--- src/core/charge_param_defs.svh ---
// Constants for the charger configuration register bank and its serial port.
// Assumes inclusion by bare name from files under core/.
`ifndef CHARGE_PARAM_DEFS_SVH
`define CHARGE_PARAM_DEFS_SVH

// ----------------------------------------------------------------------------
// Register offsets on the two-wire link
// ----------------------------------------------------------------------------
`define CPR_OFS_WDT_CTRL 8'h01
`define CPR_OFS_PRECHG_TERM 8'h03
`define CPR_OFS_VOLT 8'h04
`define CPR_OFS_TIMER 8'h05

// ----------------------------------------------------------------------------
// Reset values
// ----------------------------------------------------------------------------
`define CPR_RST_PRECHG_TERM 8'h11
`define CPR_RST_VOLT 8'hB2
`define CPR_RST_TIMER 8'h9A
`define CPR_RST_READ 8'h00

// ----------------------------------------------------------------------------
// Field positions
// ----------------------------------------------------------------------------
`define CPR_PRECHG_MSB 7
`define CPR_PRECHG_LSB 4
`define CPR_TERM_MSB 3
`define CPR_TERM_LSB 0
`define CPR_CHARGE_VOLTAGE_LIMIT_MSB 7
`define CPR_CHARGE_VOLTAGE_LIMIT_LSB 2
`define CPR_LOWV_BIT 1
`define CPR_RECHG_BIT 0
`define CPR_EN_TERM_BIT 7
`define CPR_TERM_IND_BIT 6
`define CPR_WDOG_MSB 5
`define CPR_WDOG_LSB 4
`define CPR_EN_TIMER_BIT 3
`define CPR_CHG_TMR_MSB 2
`define CPR_CHG_TMR_LSB 1
`define CPR_WDT_RESTART_BIT 6

// ----------------------------------------------------------------------------
// Serial port constants
// ----------------------------------------------------------------------------
// Arbitrary neutral slave address
`define CPR_DEF_DEV_ADDR 7'h2A
`define CPR_BITS_PER_BYTE 4'h8

`endif

--- src/core/charge_param_pkg.sv ---
// Types shared by the configuration register bank and its serial front end.
// Assumes nothing of its surroundings.
package charge_param_pkg;

   // -------------------------------------------------------------------------
   // Serial slave states, Gray coded along the write path and the read data loop
   // -------------------------------------------------------------------------
   typedef enum logic [3:0] {
      ST_IDLE      = 4'h0,
      ST_ADDR      = 4'h1,
      ST_ADDR_ACK  = 4'h3,
      ST_REG       = 4'h2,
      ST_REG_ACK   = 4'h6,
      ST_WDATA     = 4'h7,
      ST_WDATA_ACK = 4'h5,
      ST_RDATA     = 4'h4,
      ST_RDATA_ACK = 4'hC
   } link_state_e;

   // -------------------------------------------------------------------------
   // Front end state
   // -------------------------------------------------------------------------
   typedef struct packed {
      logic scl_meta;
      logic scl_sync;
      logic scl_last;
      logic sda_meta;
      logic sda_sync;
      logic sda_last;
      link_state_e st;
      logic [3:0] cnt;
      logic [7:0] shreg;
      logic [7:0] ptr;
      logic rw;
      logic sda_pull;
   } link_state_s;

   // -------------------------------------------------------------------------
   // Register bank state
   // -------------------------------------------------------------------------
   typedef struct packed {
      logic [7:0] prechg_term;
      logic [7:0] volt;
      logic [7:0] timer;
      logic wdt_restart;
      logic [7:0] rd_data;
   } bank_state_s;

endpackage

--- src/core/charge_param_bank.sv ---
// Three charger configuration registers plus the self-clearing watchdog
// restart bit. Assumes one clock and writes from the serial front end.
`timescale 1ns/1ps
`default_nettype none
`include "charge_param_defs.svh"

module charge_param_bank
(
   input wire logic clk_i,
   input wire logic resetn_i,
   input wire logic wr_en_i,
   input wire logic [7:0] addr_i,
   input wire logic [7:0] wr_data_i,
   output logic [7:0] rd_data_o,
   output logic [7:0] prechg_term_o,
   output logic [7:0] volt_o,
   output logic [7:0] timer_o,
   output logic wdt_restart_o
);

   // Current and next state
   charge_param_pkg::bank_state_s q_ff;
   charge_param_pkg::bank_state_s nxt_q;

   // -------------------------------------------------------------------------
   // Next state
   // -------------------------------------------------------------------------
   always_comb
   begin
      nxt_q = q_ff;
      // Restart request lives one cycle only
      nxt_q.wdt_restart = 1'b0;
      if (wr_en_i)
      begin
         case (addr_i)
            // Whole byte kept so readback is exact
            `CPR_OFS_PRECHG_TERM: nxt_q.prechg_term = wr_data_i;
            `CPR_OFS_VOLT: nxt_q.volt = wr_data_i;
            // Reserved bit stored as written; host keeps it zero
            `CPR_OFS_TIMER: nxt_q.timer = wr_data_i;
            // Only the restart bit of this register is served
            `CPR_OFS_WDT_CTRL: nxt_q.wdt_restart = wr_data_i[`CPR_WDT_RESTART_BIT];
            // Unmapped writes dropped
            default: nxt_q.wdt_restart = 1'b0;
         endcase
      end
      // Read data registered from current contents
      case (addr_i)
         `CPR_OFS_PRECHG_TERM: nxt_q.rd_data = q_ff.prechg_term;
         `CPR_OFS_VOLT: nxt_q.rd_data = q_ff.volt;
         `CPR_OFS_TIMER: nxt_q.rd_data = q_ff.timer;
         `CPR_OFS_WDT_CTRL: nxt_q.rd_data = {1'b0, q_ff.wdt_restart, 6'h00};
         // Unmapped reads give zero
         default: nxt_q.rd_data = `CPR_RST_READ;
      endcase
   end

   // -------------------------------------------------------------------------
   // State register with documented defaults
   // -------------------------------------------------------------------------
   always_ff @(posedge clk_i or negedge resetn_i)
   begin
      if (!resetn_i)
      begin
         q_ff.prechg_term <= `CPR_RST_PRECHG_TERM;
         q_ff.volt <= `CPR_RST_VOLT;
         q_ff.timer <= `CPR_RST_TIMER;
         q_ff.wdt_restart <= 1'b0;
         q_ff.rd_data <= `CPR_RST_READ;
      end
      else
      begin
         q_ff <= nxt_q;
      end
   end

   // Outputs straight from flip-flops
   assign rd_data_o = q_ff.rd_data;
   assign prechg_term_o = q_ff.prechg_term;
   assign volt_o = q_ff.volt;
   assign timer_o = q_ff.timer;
   assign wdt_restart_o = q_ff.wdt_restart;

endmodule // charge_param_bank

`default_nettype wire

--- src/core/charge_param_config_regs.sv ---
// Charger configuration registers reached over a two-wire serial slave.
// Assumes SCL and SDA arrive asynchronously and that an external open-drain
// pad resolves SDA from sda_o and sda_oe_n_o; SCL is never stretched.
`timescale 1ns/1ps
`default_nettype none
`include "charge_param_defs.svh"

// Summary of operation
// Current fields: 128 mA offset, 128 mA steps
// Current register resets to 0x11
// Voltage code: 3.504 V plus 16 mV steps
// Voltage register resets to 0xB2
// Bit 1 picks 2.8 or 3.0 V
// Bit 0 picks 100 or 300 mV
// Bit 7 enables termination, default on
// Bit 6 selects termination indication style
// Bits 5:4 select watchdog period
// Safety timer enable and duration fields
// Host writes zero to reserved bit
// Timer register resets to 0x9A
// Watchdog restart bit self-clears after use
// Every bit reads back last write; register 0x01 reads back zero except during the one-cycle restart pulse
module charge_param_config_regs
#(
   parameter logic [6:0] DEV_ADDR = `CPR_DEF_DEV_ADDR
)
(
   input wire logic clk_i,
   input wire logic resetn_i,
   input wire logic scl_i,
   input wire logic sda_i,
   output logic sda_o,
   output logic sda_oe_n_o,
   output logic [3:0] precharge_current_limit_o,
   output logic [3:0] termination_current_limit_o,
   output logic [5:0] charge_voltage_limit_o,
   output logic precharge_to_fast_threshold_o,
   output logic recharge_threshold_o,
   output logic termination_enable_o,
   output logic termination_indicator_select_o,
   output logic [1:0] watchdog_period_select_o,
   output logic safety_timer_enable_o,
   output logic [1:0] fast_charge_timer_select_o,
   output logic watchdog_restart_o
);

   // -------------------------------------------------------------------------
   // Elaboration checks
   // -------------------------------------------------------------------------
   // Addresses 0000xxx and 1111xxx are reserved on the bus
   generate
      if (DEV_ADDR[6:3] == 4'h0 || DEV_ADDR[6:3] == 4'hF)
      begin : g_bad_addr
         $error("DEV_ADDR falls in a reserved address group");
      end
   endgenerate

   // -------------------------------------------------------------------------
   // Declarations
   // -------------------------------------------------------------------------
   charge_param_pkg::link_state_s q_ff; // Current state
   charge_param_pkg::link_state_s nxt_q; // Next state
   logic scl_rise; // SCL rising edge seen
   logic scl_fall; // SCL falling edge seen
   logic bus_start; // Start condition
   logic bus_stop; // Stop condition
   logic wr_en; // Bank write strobe
   logic [7:0] rd_data; // Bank read data, registered
   logic [7:0] prechg_term; // Current limits register
   logic [7:0] volt; // Voltage register
   logic [7:0] timer; // Timer control register

   // -------------------------------------------------------------------------
   // Bus condition detection on synchronised pins
   // -------------------------------------------------------------------------
   // Only the second and third stages are looked at
   always_comb
   begin
      scl_rise = q_ff.scl_sync & ~q_ff.scl_last;
      scl_fall = ~q_ff.scl_sync & q_ff.scl_last;
      bus_start = q_ff.scl_sync & q_ff.scl_last & q_ff.sda_last & ~q_ff.sda_sync;
      bus_stop = q_ff.scl_sync & q_ff.scl_last & ~q_ff.sda_last & q_ff.sda_sync;
   end

   // -------------------------------------------------------------------------
   // Slave sequencing
   // -------------------------------------------------------------------------
   always_comb
   begin
      nxt_q = q_ff;
      wr_en = 1'b0;
      // Two-stage synchronisers, then an edge-history stage
      nxt_q.scl_meta = scl_i;
      nxt_q.scl_sync = q_ff.scl_meta;
      nxt_q.scl_last = q_ff.scl_sync;
      nxt_q.sda_meta = sda_i;
      nxt_q.sda_sync = q_ff.sda_meta;
      nxt_q.sda_last = q_ff.sda_sync;
      if (bus_start)
      begin
         // Start or repeated start; pointer kept for reads
         nxt_q.st = charge_param_pkg::ST_ADDR;
         nxt_q.cnt = 4'h0;
         nxt_q.sda_pull = 1'b0;
      end
      else if (bus_stop)
      begin
         // Stop ends any transfer
         nxt_q.st = charge_param_pkg::ST_IDLE;
         nxt_q.sda_pull = 1'b0;
      end
      else
      begin
         // Receiving states shift in on rising SCL, MSB first
         if (scl_rise && (q_ff.st == charge_param_pkg::ST_ADDR ||
            q_ff.st == charge_param_pkg::ST_REG || q_ff.st == charge_param_pkg::ST_WDATA))
         begin
            nxt_q.shreg = {q_ff.shreg[6:0], q_ff.sda_sync};
            nxt_q.cnt = q_ff.cnt + 4'h1;
         end
         case (q_ff.st)
            // Waiting for a start
            charge_param_pkg::ST_IDLE:
               nxt_q.sda_pull = 1'b0;
            // Address byte done: answer only our own address
            charge_param_pkg::ST_ADDR:
               if (scl_fall && q_ff.cnt == `CPR_BITS_PER_BYTE)
               begin
                  nxt_q.cnt = 4'h0;
                  if (q_ff.shreg[7:1] == DEV_ADDR)
                  begin
                     nxt_q.st = charge_param_pkg::ST_ADDR_ACK;
                     nxt_q.rw = q_ff.shreg[0];
                     nxt_q.sda_pull = 1'b1;
                  end
                  else
                  begin
                     // Not us: stay off the bus until next start
                     nxt_q.st = charge_param_pkg::ST_IDLE;
                  end
               end
            // Address acknowledge clock
            charge_param_pkg::ST_ADDR_ACK:
               if (scl_fall && q_ff.rw)
               begin
                  // First read byte; first bit out now
                  nxt_q.st = charge_param_pkg::ST_RDATA;
                  nxt_q.shreg = rd_data;
                  nxt_q.sda_pull = ~rd_data[7];
               end
               else if (scl_fall)
               begin
                  nxt_q.st = charge_param_pkg::ST_REG;
                  nxt_q.sda_pull = 1'b0;
               end
            // Register pointer byte done
            charge_param_pkg::ST_REG:
               if (scl_fall && q_ff.cnt == `CPR_BITS_PER_BYTE)
               begin
                  nxt_q.ptr = q_ff.shreg;
                  nxt_q.cnt = 4'h0;
                  nxt_q.st = charge_param_pkg::ST_REG_ACK;
                  nxt_q.sda_pull = 1'b1;
               end
            // Pointer acknowledge clock
            charge_param_pkg::ST_REG_ACK:
               if (scl_fall)
               begin
                  nxt_q.st = charge_param_pkg::ST_WDATA;
                  nxt_q.sda_pull = 1'b0;
               end
            // Write data byte done
            charge_param_pkg::ST_WDATA:
               if (scl_fall && q_ff.cnt == `CPR_BITS_PER_BYTE)
               begin
                  // Byte lands in the bank as the acknowledge starts
                  wr_en = 1'b1;
                  nxt_q.cnt = 4'h0;
                  nxt_q.st = charge_param_pkg::ST_WDATA_ACK;
                  nxt_q.sda_pull = 1'b1;
               end
            // Write acknowledge clock; pointer steps for bursts
            charge_param_pkg::ST_WDATA_ACK:
               if (scl_fall)
               begin
                  nxt_q.st = charge_param_pkg::ST_WDATA;
                  nxt_q.ptr = q_ff.ptr + 8'h01;
                  nxt_q.sda_pull = 1'b0;
               end
            // Read data shifting out on falling edges
            charge_param_pkg::ST_RDATA:
               if (scl_fall && q_ff.cnt == 4'h7)
               begin
                  // Release for master acknowledge
                  nxt_q.st = charge_param_pkg::ST_RDATA_ACK;
                  nxt_q.sda_pull = 1'b0;
                  nxt_q.ptr = q_ff.ptr + 8'h01;
                  nxt_q.cnt = 4'h0;
               end
               else if (scl_fall)
               begin
                  nxt_q.shreg = {q_ff.shreg[6:0], 1'b0};
                  nxt_q.sda_pull = ~q_ff.shreg[6];
                  nxt_q.cnt = q_ff.cnt + 4'h1;
               end
            // Master acknowledge; a not-acknowledge ends the read
            charge_param_pkg::ST_RDATA_ACK:
               if (scl_rise)
                  nxt_q.cnt = {3'h0, q_ff.sda_sync};
               else if (scl_fall && q_ff.cnt[0] == 1'b0)
               begin
                  // Bank data has had a full SCL period to settle
                  nxt_q.st = charge_param_pkg::ST_RDATA;
                  nxt_q.shreg = rd_data;
                  nxt_q.sda_pull = ~rd_data[7];
                  nxt_q.cnt = 4'h0;
               end
               else if (scl_fall)
                  nxt_q.st = charge_param_pkg::ST_IDLE;
            // Illegal codes recover to idle
            default:
            begin
               nxt_q.st = charge_param_pkg::ST_IDLE;
               nxt_q.sda_pull = 1'b0;
            end
         endcase
      end
   end

   // -------------------------------------------------------------------------
   // State register; idle bus levels at reset
   // -------------------------------------------------------------------------
   always_ff @(posedge clk_i or negedge resetn_i)
   begin
      if (!resetn_i)
      begin
         q_ff <= '{scl_meta: 1'b1, scl_sync: 1'b1, scl_last: 1'b1, sda_meta: 1'b1,
            sda_sync: 1'b1, sda_last: 1'b1, st: charge_param_pkg::ST_IDLE, default: '0};
      end
      else
      begin
         q_ff <= nxt_q;
      end
   end

   // -------------------------------------------------------------------------
   // Register bank
   // -------------------------------------------------------------------------
   charge_param_bank u_bank
   (
      .clk_i(clk_i),
      .resetn_i(resetn_i),
      .wr_en_i(wr_en),
      .addr_i(q_ff.ptr),
      .wr_data_i(q_ff.shreg),
      .rd_data_o(rd_data),
      .prechg_term_o(prechg_term),
      .volt_o(volt),
      .timer_o(timer),
      .wdt_restart_o(watchdog_restart_o)
   );

   // -------------------------------------------------------------------------
   // Outputs
   // -------------------------------------------------------------------------
   // Open drain: low level only, enable low while pulling
   assign sda_o = 1'b0;
   assign sda_oe_n_o = ~q_ff.sda_pull;
   // Field taps, all from bank flip-flops
   assign precharge_current_limit_o = prechg_term[`CPR_PRECHG_MSB:`CPR_PRECHG_LSB];
   assign termination_current_limit_o = prechg_term[`CPR_TERM_MSB:`CPR_TERM_LSB];
   assign charge_voltage_limit_o = volt[`CPR_CHARGE_VOLTAGE_LIMIT_MSB:`CPR_CHARGE_VOLTAGE_LIMIT_LSB];
   assign precharge_to_fast_threshold_o = volt[`CPR_LOWV_BIT];
   assign recharge_threshold_o = volt[`CPR_RECHG_BIT];
   assign termination_enable_o = timer[`CPR_EN_TERM_BIT];
   assign termination_indicator_select_o = timer[`CPR_TERM_IND_BIT];
   assign watchdog_period_select_o = timer[`CPR_WDOG_MSB:`CPR_WDOG_LSB];
   assign safety_timer_enable_o = timer[`CPR_EN_TIMER_BIT];
   assign fast_charge_timer_select_o = timer[`CPR_CHG_TMR_MSB:`CPR_CHG_TMR_LSB];

endmodule // charge_param_config_regs

`default_nettype wire

--- config.mk ---
export PLATFORM = sky130hd
export DESIGN_NAME = charge_param_config_regs
export DESIGN_NICKNAME = d
export VERILOG_FILES = /design/src/core/charge_param_pkg.sv /design/src/core/charge_param_bank.sv /design/src/core/charge_param_config_regs.sv
export VERILOG_INCLUDE_DIRS = /design/src /design/src/core
export SDC_FILE = /design/constraint.sdc
export NUM_CORES = 1
export LEC_CHECK = 0
export ABC_AREA = 1
export BUFFER_PORTS_ARGS = -buffer_cell sky130_fd_sc_hd__buf_2
export CAP_MARGIN = 10
export CORE_ASPECT_RATIO = 0.9
export CORE_MARGIN = 2
export CORE_UTILIZATION = 54
export CTS_CLUSTER_DIAMETER = 50
export CTS_CLUSTER_SIZE = 24
export DETAILED_ROUTE_END_ITERATION = 12
export PLACE_DENSITY_LB_ADDON = 0.12
export SLEW_MARGIN = 10
export SYNTH_ARGS = -nofsm -noshare
export SYNTH_HDL_FRONTEND = slang
export SYNTH_SLANG_ARGS = --single-unit
--- constraint.sdc ---
create_clock -name clk_i -period 1.8 [get_ports clk_i]
set_input_delay 0.27 -clock clk_i [delete_from_list [all_inputs] [get_ports clk_i]]
set_output_delay 0.27 -clock clk_i [all_outputs]
set_load 0.005 [all_outputs]
==> results of run 1 <==
## cell usage after synthesis (2+ instances only)
cell	number	area share, %
nand2_1	156	16
dfrtp_1	49	34
inv_1	47	4.8
nand3_1	41	5.6
o21ai_0	34	4.6
nor2_1	26	2.7
o21ai_1	22	3.0
dfstp_2	16	11
buf_4	7	1.4
nand4_1	7	1.2
a21oi_1	6	0.82
nor2_2	6	1.0
o211ai_1	6	1.2
buf_6	5	1.5
ha_1	5	1.7
nand2_2	5	0.85
xor2_1	5	1.2
inv_2	4	0.41
nor2_4	4	1.2
nor3_1	4	0.55
o2111ai_1	4	0.96
nand3_2	3	0.82
or2_1	2	0.34
## routing by layer
layer | track usage [%] | vias up | wire [um]
met5 | 0 | - | 0
met4 | 7.42 | 0 | 100
met3 | 4.54 | 10 | 525
met2 | 42.8 | 122 | 4500
met1 | 35.6 | 1590 | 4260
li1 | - | 1667 | -
## power groups by stage
| stage | clock network (W) | registers, W | logic (W) |
|---|---|---|---|
| 2_1_floorplan | 0 | 0.00168 | 0.000436 |
| 3_3_place_gp | 0 | 0.00170 | 0.000708 |
| 3_5_place_dp | 0 | 0.00171 | 0.000722 |
| 4_1_cts | 0.00128 | 0.00168 | 0.000730 |
| 5_1_grt | 0.00132 | 0.00171 | 0.000920 |
| 6_report | 0.00125 | 0.00169 | 0.000823 |
## kinds of logic (layout without fill, tap and decap cells)
| group | Yosys count | after routing | synth area share [%] |
|---|---|---|---|
| compound gates | 74 | 74 | 11.3 |
| xor+xnor | 5 | 5 | 1.20 |
| fa+ha+maj | 5 | 5 | 1.71 |
| buf+inv | 64 | 135 | 8.34 |
| flops | 65 | 65 | 45.0 |
| other cells | 1 | 1 | 0.102 |
| simple gates | 259 | 259 | 32.4 |
## cell type report
type	count	area, sq um
fillers	535	2000
multi-input cells	344	1880
flip-flops and latches	65	1650
repair buffers	68	520
inverters	51	191
clock buffers	12	145
well taps	90	113
clock inverters	4	51.3
## metrics by stage
| step | util, % | std cells | total power, W |
|---|---|---|---|
| after global routing | 69.4 | 634 | 0.00394 |
| final | 69.4 | 634 | 0.00376 |
| after floorplan | - | 473 | 0.00211 |
| after global placement | 62.0 | 610 | 0.00241 |
| after detailed placement | 62.0 | 610 | 0.00243 |
| after CTS | 65.2 | 627 | 0.00369 |
## what timing repair did
action	in CTS	in global routing
endpoints found under the setup margin	23	50
gates resized for setup	0	54
hold buffers	1	0
pin swaps	0	14
hold endpoints to repair	11	0
buffers inserted	0	6
cloned	0	1
## layout by cell type, fill, tap and decap left out, types with 2 or more instances in the layout
| cell type | synthesis | layout |
|---|---|---|
| a21oi_1 | 6 | 5 |
| buf_12 | 0 | 3 |
| buf_2 | 1 | 28 |
| buf_4 | 7 | 29 |
| buf_6 | 5 | 6 |
| clkbuf_1 | 0 | 2 |
| clkbuf_8 | 0 | 10 |
| dfrtp_1 | 49 | 48 |
| dfstp_2 | 16 | 16 |
| ha_1 | 5 | 3 |
| inv_1 | 47 | 43 |
| inv_2 | 4 | 8 |
| nand2_1 | 156 | 141 |
| nand2_2 | 5 | 15 |
| nand2_4 | 0 | 2 |
| nand2_8 | 0 | 3 |
| nand3_1 | 41 | 38 |
| nand3_2 | 3 | 5 |
| nand4_1 | 7 | 7 |
| nor2_1 | 26 | 25 |
| nor2_2 | 6 | 4 |
| nor2_4 | 4 | 7 |
| nor3_1 | 4 | 4 |
| o2111ai_1 | 4 | 4 |
| o211ai_1 | 6 | 6 |
| o21ai_0 | 34 | 31 |
| o21ai_1 | 22 | 21 |
| o21ai_2 | 0 | 3 |
| or2_1 | 2 | 2 |
| xor2_1 | 5 | 5 |
## worst paths after layout
| check | start | to | slack, ns |
|---|---|---|---|
| worst max-delay path | q_ff[18] | q_ff[2] | 0.005 |
| worst min-delay path | sda_i | nxt_q[27] | 0.03 |
| worst max register to register | q_ff[18] | q_ff[2] | 0.005 |
| worst min register to register | nxt_q[30] | nxt_q[29] | 0.36 |
| max in group asynchronous | resetn_i | nxt_q[30] | 0.81 |
| min in group asynchronous | resetn_i | q_ff[4] | 0.36 |
## worst reg2reg max path: cells and delay by family, from the launching register on
family                     cells  cell delay [ns]
AOI/OAI and AO/OA              2             0.30
adders and majority gates      1             0.15
buffers and inverters          2             0.30
DFF                            1             0.43
and+or+nand+nor                5             0.50
## registers in the layout (all words and copies together) (netlist names)
name,flops
u_bank.timer_o,8
u_bank.volt_o,8
nxt_q,4
u_bank.prechg_term_o,8
u_bank.rd_data_o,8
u_bank.wdt_restart_o,1
q_ff,28
==> out/results.tsv, run 1 <==
metric	value	unit
syn_inst	473	
fin_crit	1.80	ns
grt_pass1_wl	15.1	mm
vdd_ir_drop_max	0.000577	V
ctsRootBufferMaster	clkbuf_8	
wl_per_cell	14.8	um
p_switching	0.00119	W
clkPwrFrac	33.2	%
synth_nets	482	
clk_path_buf_depth	2	
dp_slack	-0.0444	ns
synth_edf_count	0	
setup_violations	0	
cp_cell_sequence	inv_2 -> ha_4 -> nand3_4 -> nor2_4 -> nand2_2 -> nand2_2 -> nand3_2 -> a21oi_4 -> clkbuf_16 -> o21ai_1	
h-tree-depth	3	
crit_cells	10	
finClkSkew	0.00518	ns
finalWorstSetupSlack	0.00466	ns
hold_viol	0	
hold_path_depth	1	
dp_hpwl	6.61	mm
die_w	90.8	um
cts_made_buffers	9	
cap_violations	0	
grt-ovfl-total	0	
fmax	0.557	GHz
grt_pass1_vias	3168	
clock-sinks	65	
cp_slowest_stage_delay	0.43	ns
crit_path_top_delay_cell	dfrtp_1	
r2r_cells	10	
yosysSeqAreaShare	45.0	%
drt_wl_total	9.38	mm
p_per_area	826	nW/um^2
startpoint_type	flip-flop	
num_rows	28	
drt-vias-per-instance	5.35	
synth-async-reset-ratio	100	%
drv_slew	0	
firstDrtPassIters	5	
ys.flop_type	dfrtp_1	
synth_cell_types	32	
crit_required	2.02	ns
fin_tns_setup	0	ns
gr-usage-all-layers	25.8	%
combPwrFrac	21.9	%
cts_tree	built	
ys_ff_latch	65	
antenna_found_initial	0	
critPathBufInv	2	
io_pins	30	
clk-insertion-delay-late	0.34	ns
ys_warn_count	0	
leakagePower	2.15	nW
status	completed	
crit_path_frequent_cell	nand2_2	
vias	3389	
portBuffers	28	
path_class	reg2reg	
drt-initial-drc-count	283	
clk_pin_slew_worst_paths	0.07	ns
place_congestion	0.964	
min_period_over_period	99.7	%
drc_errors	0	
chipHeight	82.1	um
core	6550	sq um
areaGrowthSynthToFinish	24.2	%
switching_share	31.6	%
place_area	4060	sq um
syn_area	3660	sq um
hold_path.class	in2reg	
hold_ws	0.0258	ns
diodes	0	
internal_power	0.00257	W
die-area	7450	sq um
syn_avg_cell_area	7.74	sq um
cp.arrival	2.02	ns
final_nets	548	
start_util	55.9	%
drive_gt1_share	28.5	%
cp_top_family	simple AND/OR/NAND/NOR gates	
grt_max_degree	55	
final_area	4550	sq um
cp-end-kind	flip-flop	
rsz0062_at_grt	yes	
ant_nets	0	
p_seq_share	44.9	%
crit_fanout	6	
(Power assumes the default switching activity.)
==> inputs of run 2 (changes only) <==
--- a/config.mk
+++ b/config.mk
@@ -11,7 +11,7 @@
 export CAP_MARGIN = 10
 export CORE_ASPECT_RATIO = 0.9
 export CORE_MARGIN = 2
-export CORE_UTILIZATION = 54
+export CORE_UTILIZATION = 55
 export CTS_CLUSTER_DIAMETER = 50
 export CTS_CLUSTER_SIZE = 24
 export DETAILED_ROUTE_END_ITERATION = 12
==> constraint.sdc (replaced) <==
create_clock -name clk_i -period 1.85 [get_ports clk_i]
set_input_delay 0.2775 -clock clk_i [delete_from_list [all_inputs] [get_ports clk_i]]
set_output_delay 0.2775 -clock clk_i [all_outputs]
set_load 0.005 [all_outputs]
==> run 2 against run 1 <==
Against the previous run:
- utilization shrank 2.2 points
- register-to-register slack better by 0.02 ns
- clock power up 14%
- die area down 1.7%
- clock-buffer cell count decreased by 1
- sequential power shrank 3%
- worst hold slack got worse by 0.0069 ns
- non-clock buffer count fell by 11
- critical path depth did not move
- combinational power fell by 18%
- global-route usage is essentially flat
- critical path type unchanged
- critical endpoint is now u_bank.timer_o[0]
- largest power group unchanged
==> out/results.tsv, run 2 (same netlist as run 1, synthesis figures left out) <==
metric	value	unit
grt-ovfl-total	0	
cp.arrival	2.10	ns
cts_made_buffers	9	
final_common_cell	nand2_1	
final_nets	538	
r2r_cells	10	
dp_hpwl	6.47	mm
clk_path_buf_depth	2	
cap_violations	0	
p_per_area	856	nW/um^2
seq_area	1650	sq um
vdd_ir_drop_max	0.000657	V
clk-insertion-delay-late	0.35	ns
wl_per_cell	14.6	um
finClkSkew	0.00790	ns
drive_gt1_share	23.2	%
crit_fanout	8	
switching_share	30.4	%
drt-initial-drc-count	349	
gr-usage-all-layers	25.8	%
place_congestion	0.979	
multiInputGateArea	1790	sq um
cts_tree	built	
leakagePower	2.11	nW
setup_violations	0	
cp_slowest_stage_delay	0.44	ns
hold_ws	0.0188	ns
vias	3368	
grt_pass1_wl	14.8	mm
clk_pin_slew_worst_paths	0.07	ns
drc_errors	0	
hold_viol	0	
grt_max_degree	66	
fmax	0.548	GHz
cp-end-kind	flip-flop	
diodes	0	
fillers	551	
p_seq_share	43.8	%
antenna_found_initial	0	
p_switching	0.00114	W
internal_power	0.00261	W
min_period_over_period	98.6	%
clkPwrFrac	38.2	%
rsz0062_at_grt	yes	
portBuffers	28	
startpoint_type	flip-flop	
reg2reg_slack	0.03	ns
path_class	reg2reg	
status	completed	
chipHeight	81.4	um
clock-sinks	65	
drt-vias-per-instance	5.40	
total_power	0.00375	W
die_w	90.0	um
min_from	sda_i	
final_cell_mix	153 x nand2_1, 49 x dfrtp_1, 45 x inv_1	
r2r-start	q_ff[18]	
hold_path_depth	1	
grt_pass1_vias	3094	
crit_required	2.12	ns
drv_slew	0	
combPwrFrac	18.0	%
ant_nets	0	
largest_reg_flops	28	
ctsRootBufferMaster	clkbuf_8	
h-tree-depth	3	
hold_path.class	in2reg	
fin_crit	1.82	ns
crit_path_top_delay_cell	dfrtp_1	
areaGrowthSynthToFinish	19.7	%
core	6520	sq um
drt_wl_total	9.09	mm
firstDrtPassIters	5	
io_pins	30	
reg2reg_to	u_bank.timer_o[0]	
num_rows	28	
die-area	7320	sq um
whs_endpoint	nxt_q[27]	
regMostFlops	q_ff	
cp_cell_sequence	inv_2 -> ha_1 -> nand3_2 -> nor2_4 -> inv_2 -> nor2_4 -> buf_12 -> buf_12 -> nand2_4 -> o21ai_0	
fin_tns_setup	0	ns
start_util	56.2	%
-- run 2: layout make-up --
| cell class | instances | share of cell area (%) |
|---|---|---|
| clock inverter | 5 | 1.97 |
| inverter | 51 | 4.37 |
| timing repair buffer | 57 | 9.25 |
| multi-input combinational | 345 | 40.8 |
| clock buffer | 11 | 3.46 |
| sequential | 65 | 37.6 |
| tap | 90 | 2.57 |
-- run 2: routing by layer --
metal / GRT usage (%) / wire (um)
met5: 0 / 0
met4: 8.62 / 149
met3: 5.94 / 584
met2: 42.0 / 4110
met1: 34.8 / 4250
-- run 2: worst max path at each step --
stage,cells after the start,end,startpoint
after floorplan,10,u_bank.prechg_term_o[5],q_ff[18]
after global placement,9,u_bank.prechg_term_o[2],q_ff[18]
final,10,u_bank.timer_o[0],q_ff[18]
after CTS,8,u_bank.timer_o[5],q_ff[18]
after global routing,11,u_bank.timer_o[7],q_ff[18]
after detailed placement,9,u_bank.timer_o[2],q_ff[18]
-- run 2: power by group through the flow --
stage               clock network, W  registers [W]  logic, W
finish                       0.00143        0.00164  0.000675
global route                 0.00150        0.00165  0.000766
CTS                          0.00145        0.00164  0.000648
detailed placement                 0        0.00166  0.000644
global placement                   0        0.00166  0.000631
floorplan                          0        0.00163  0.000424
-- run 2: timing repair --
item	in CTS	in global routing
endpoints found under the hold margin	49	0
cloned	0	1
buffers inserted	0	5
gates resized for setup	0	20
setup endpoints to repair	19	50
hold buffers	1	0
pin swaps	0	4
-- run 2: worst max-delay path: cells and delay by family, from the launching register on --
| kind | cells | cell delay [ns] |
|---|---|---|
| AND/OR/NAND/NOR | 4 | 0.51 |
| buffers and inverters | 4 | 0.46 |
| flip-flops | 1 | 0.44 |
| AO/OA/AOI/OAI | 1 | 0.17 |
| adder cells (fa/ha/maj) | 1 | 0.16 |
-- run 2: stage by stage --
stage / instances / util (%) / setup slack [ns] / instance area (sq um)
2_1_floorplan: 473 / - / 0.186 / 3660
3_3_place_gp: 601 / 61.1 / 0.0409 / 3980
3_5_place_dp: 601 / 61.1 / -0.0400 / 3980
4_1_cts: 618 / 64.9 / -0.0604 / 4230
5_1_grt: 624 / 67.2 / -0.0508 / 4380
6_report: 624 / 67.2 / 0.0265 / 4380
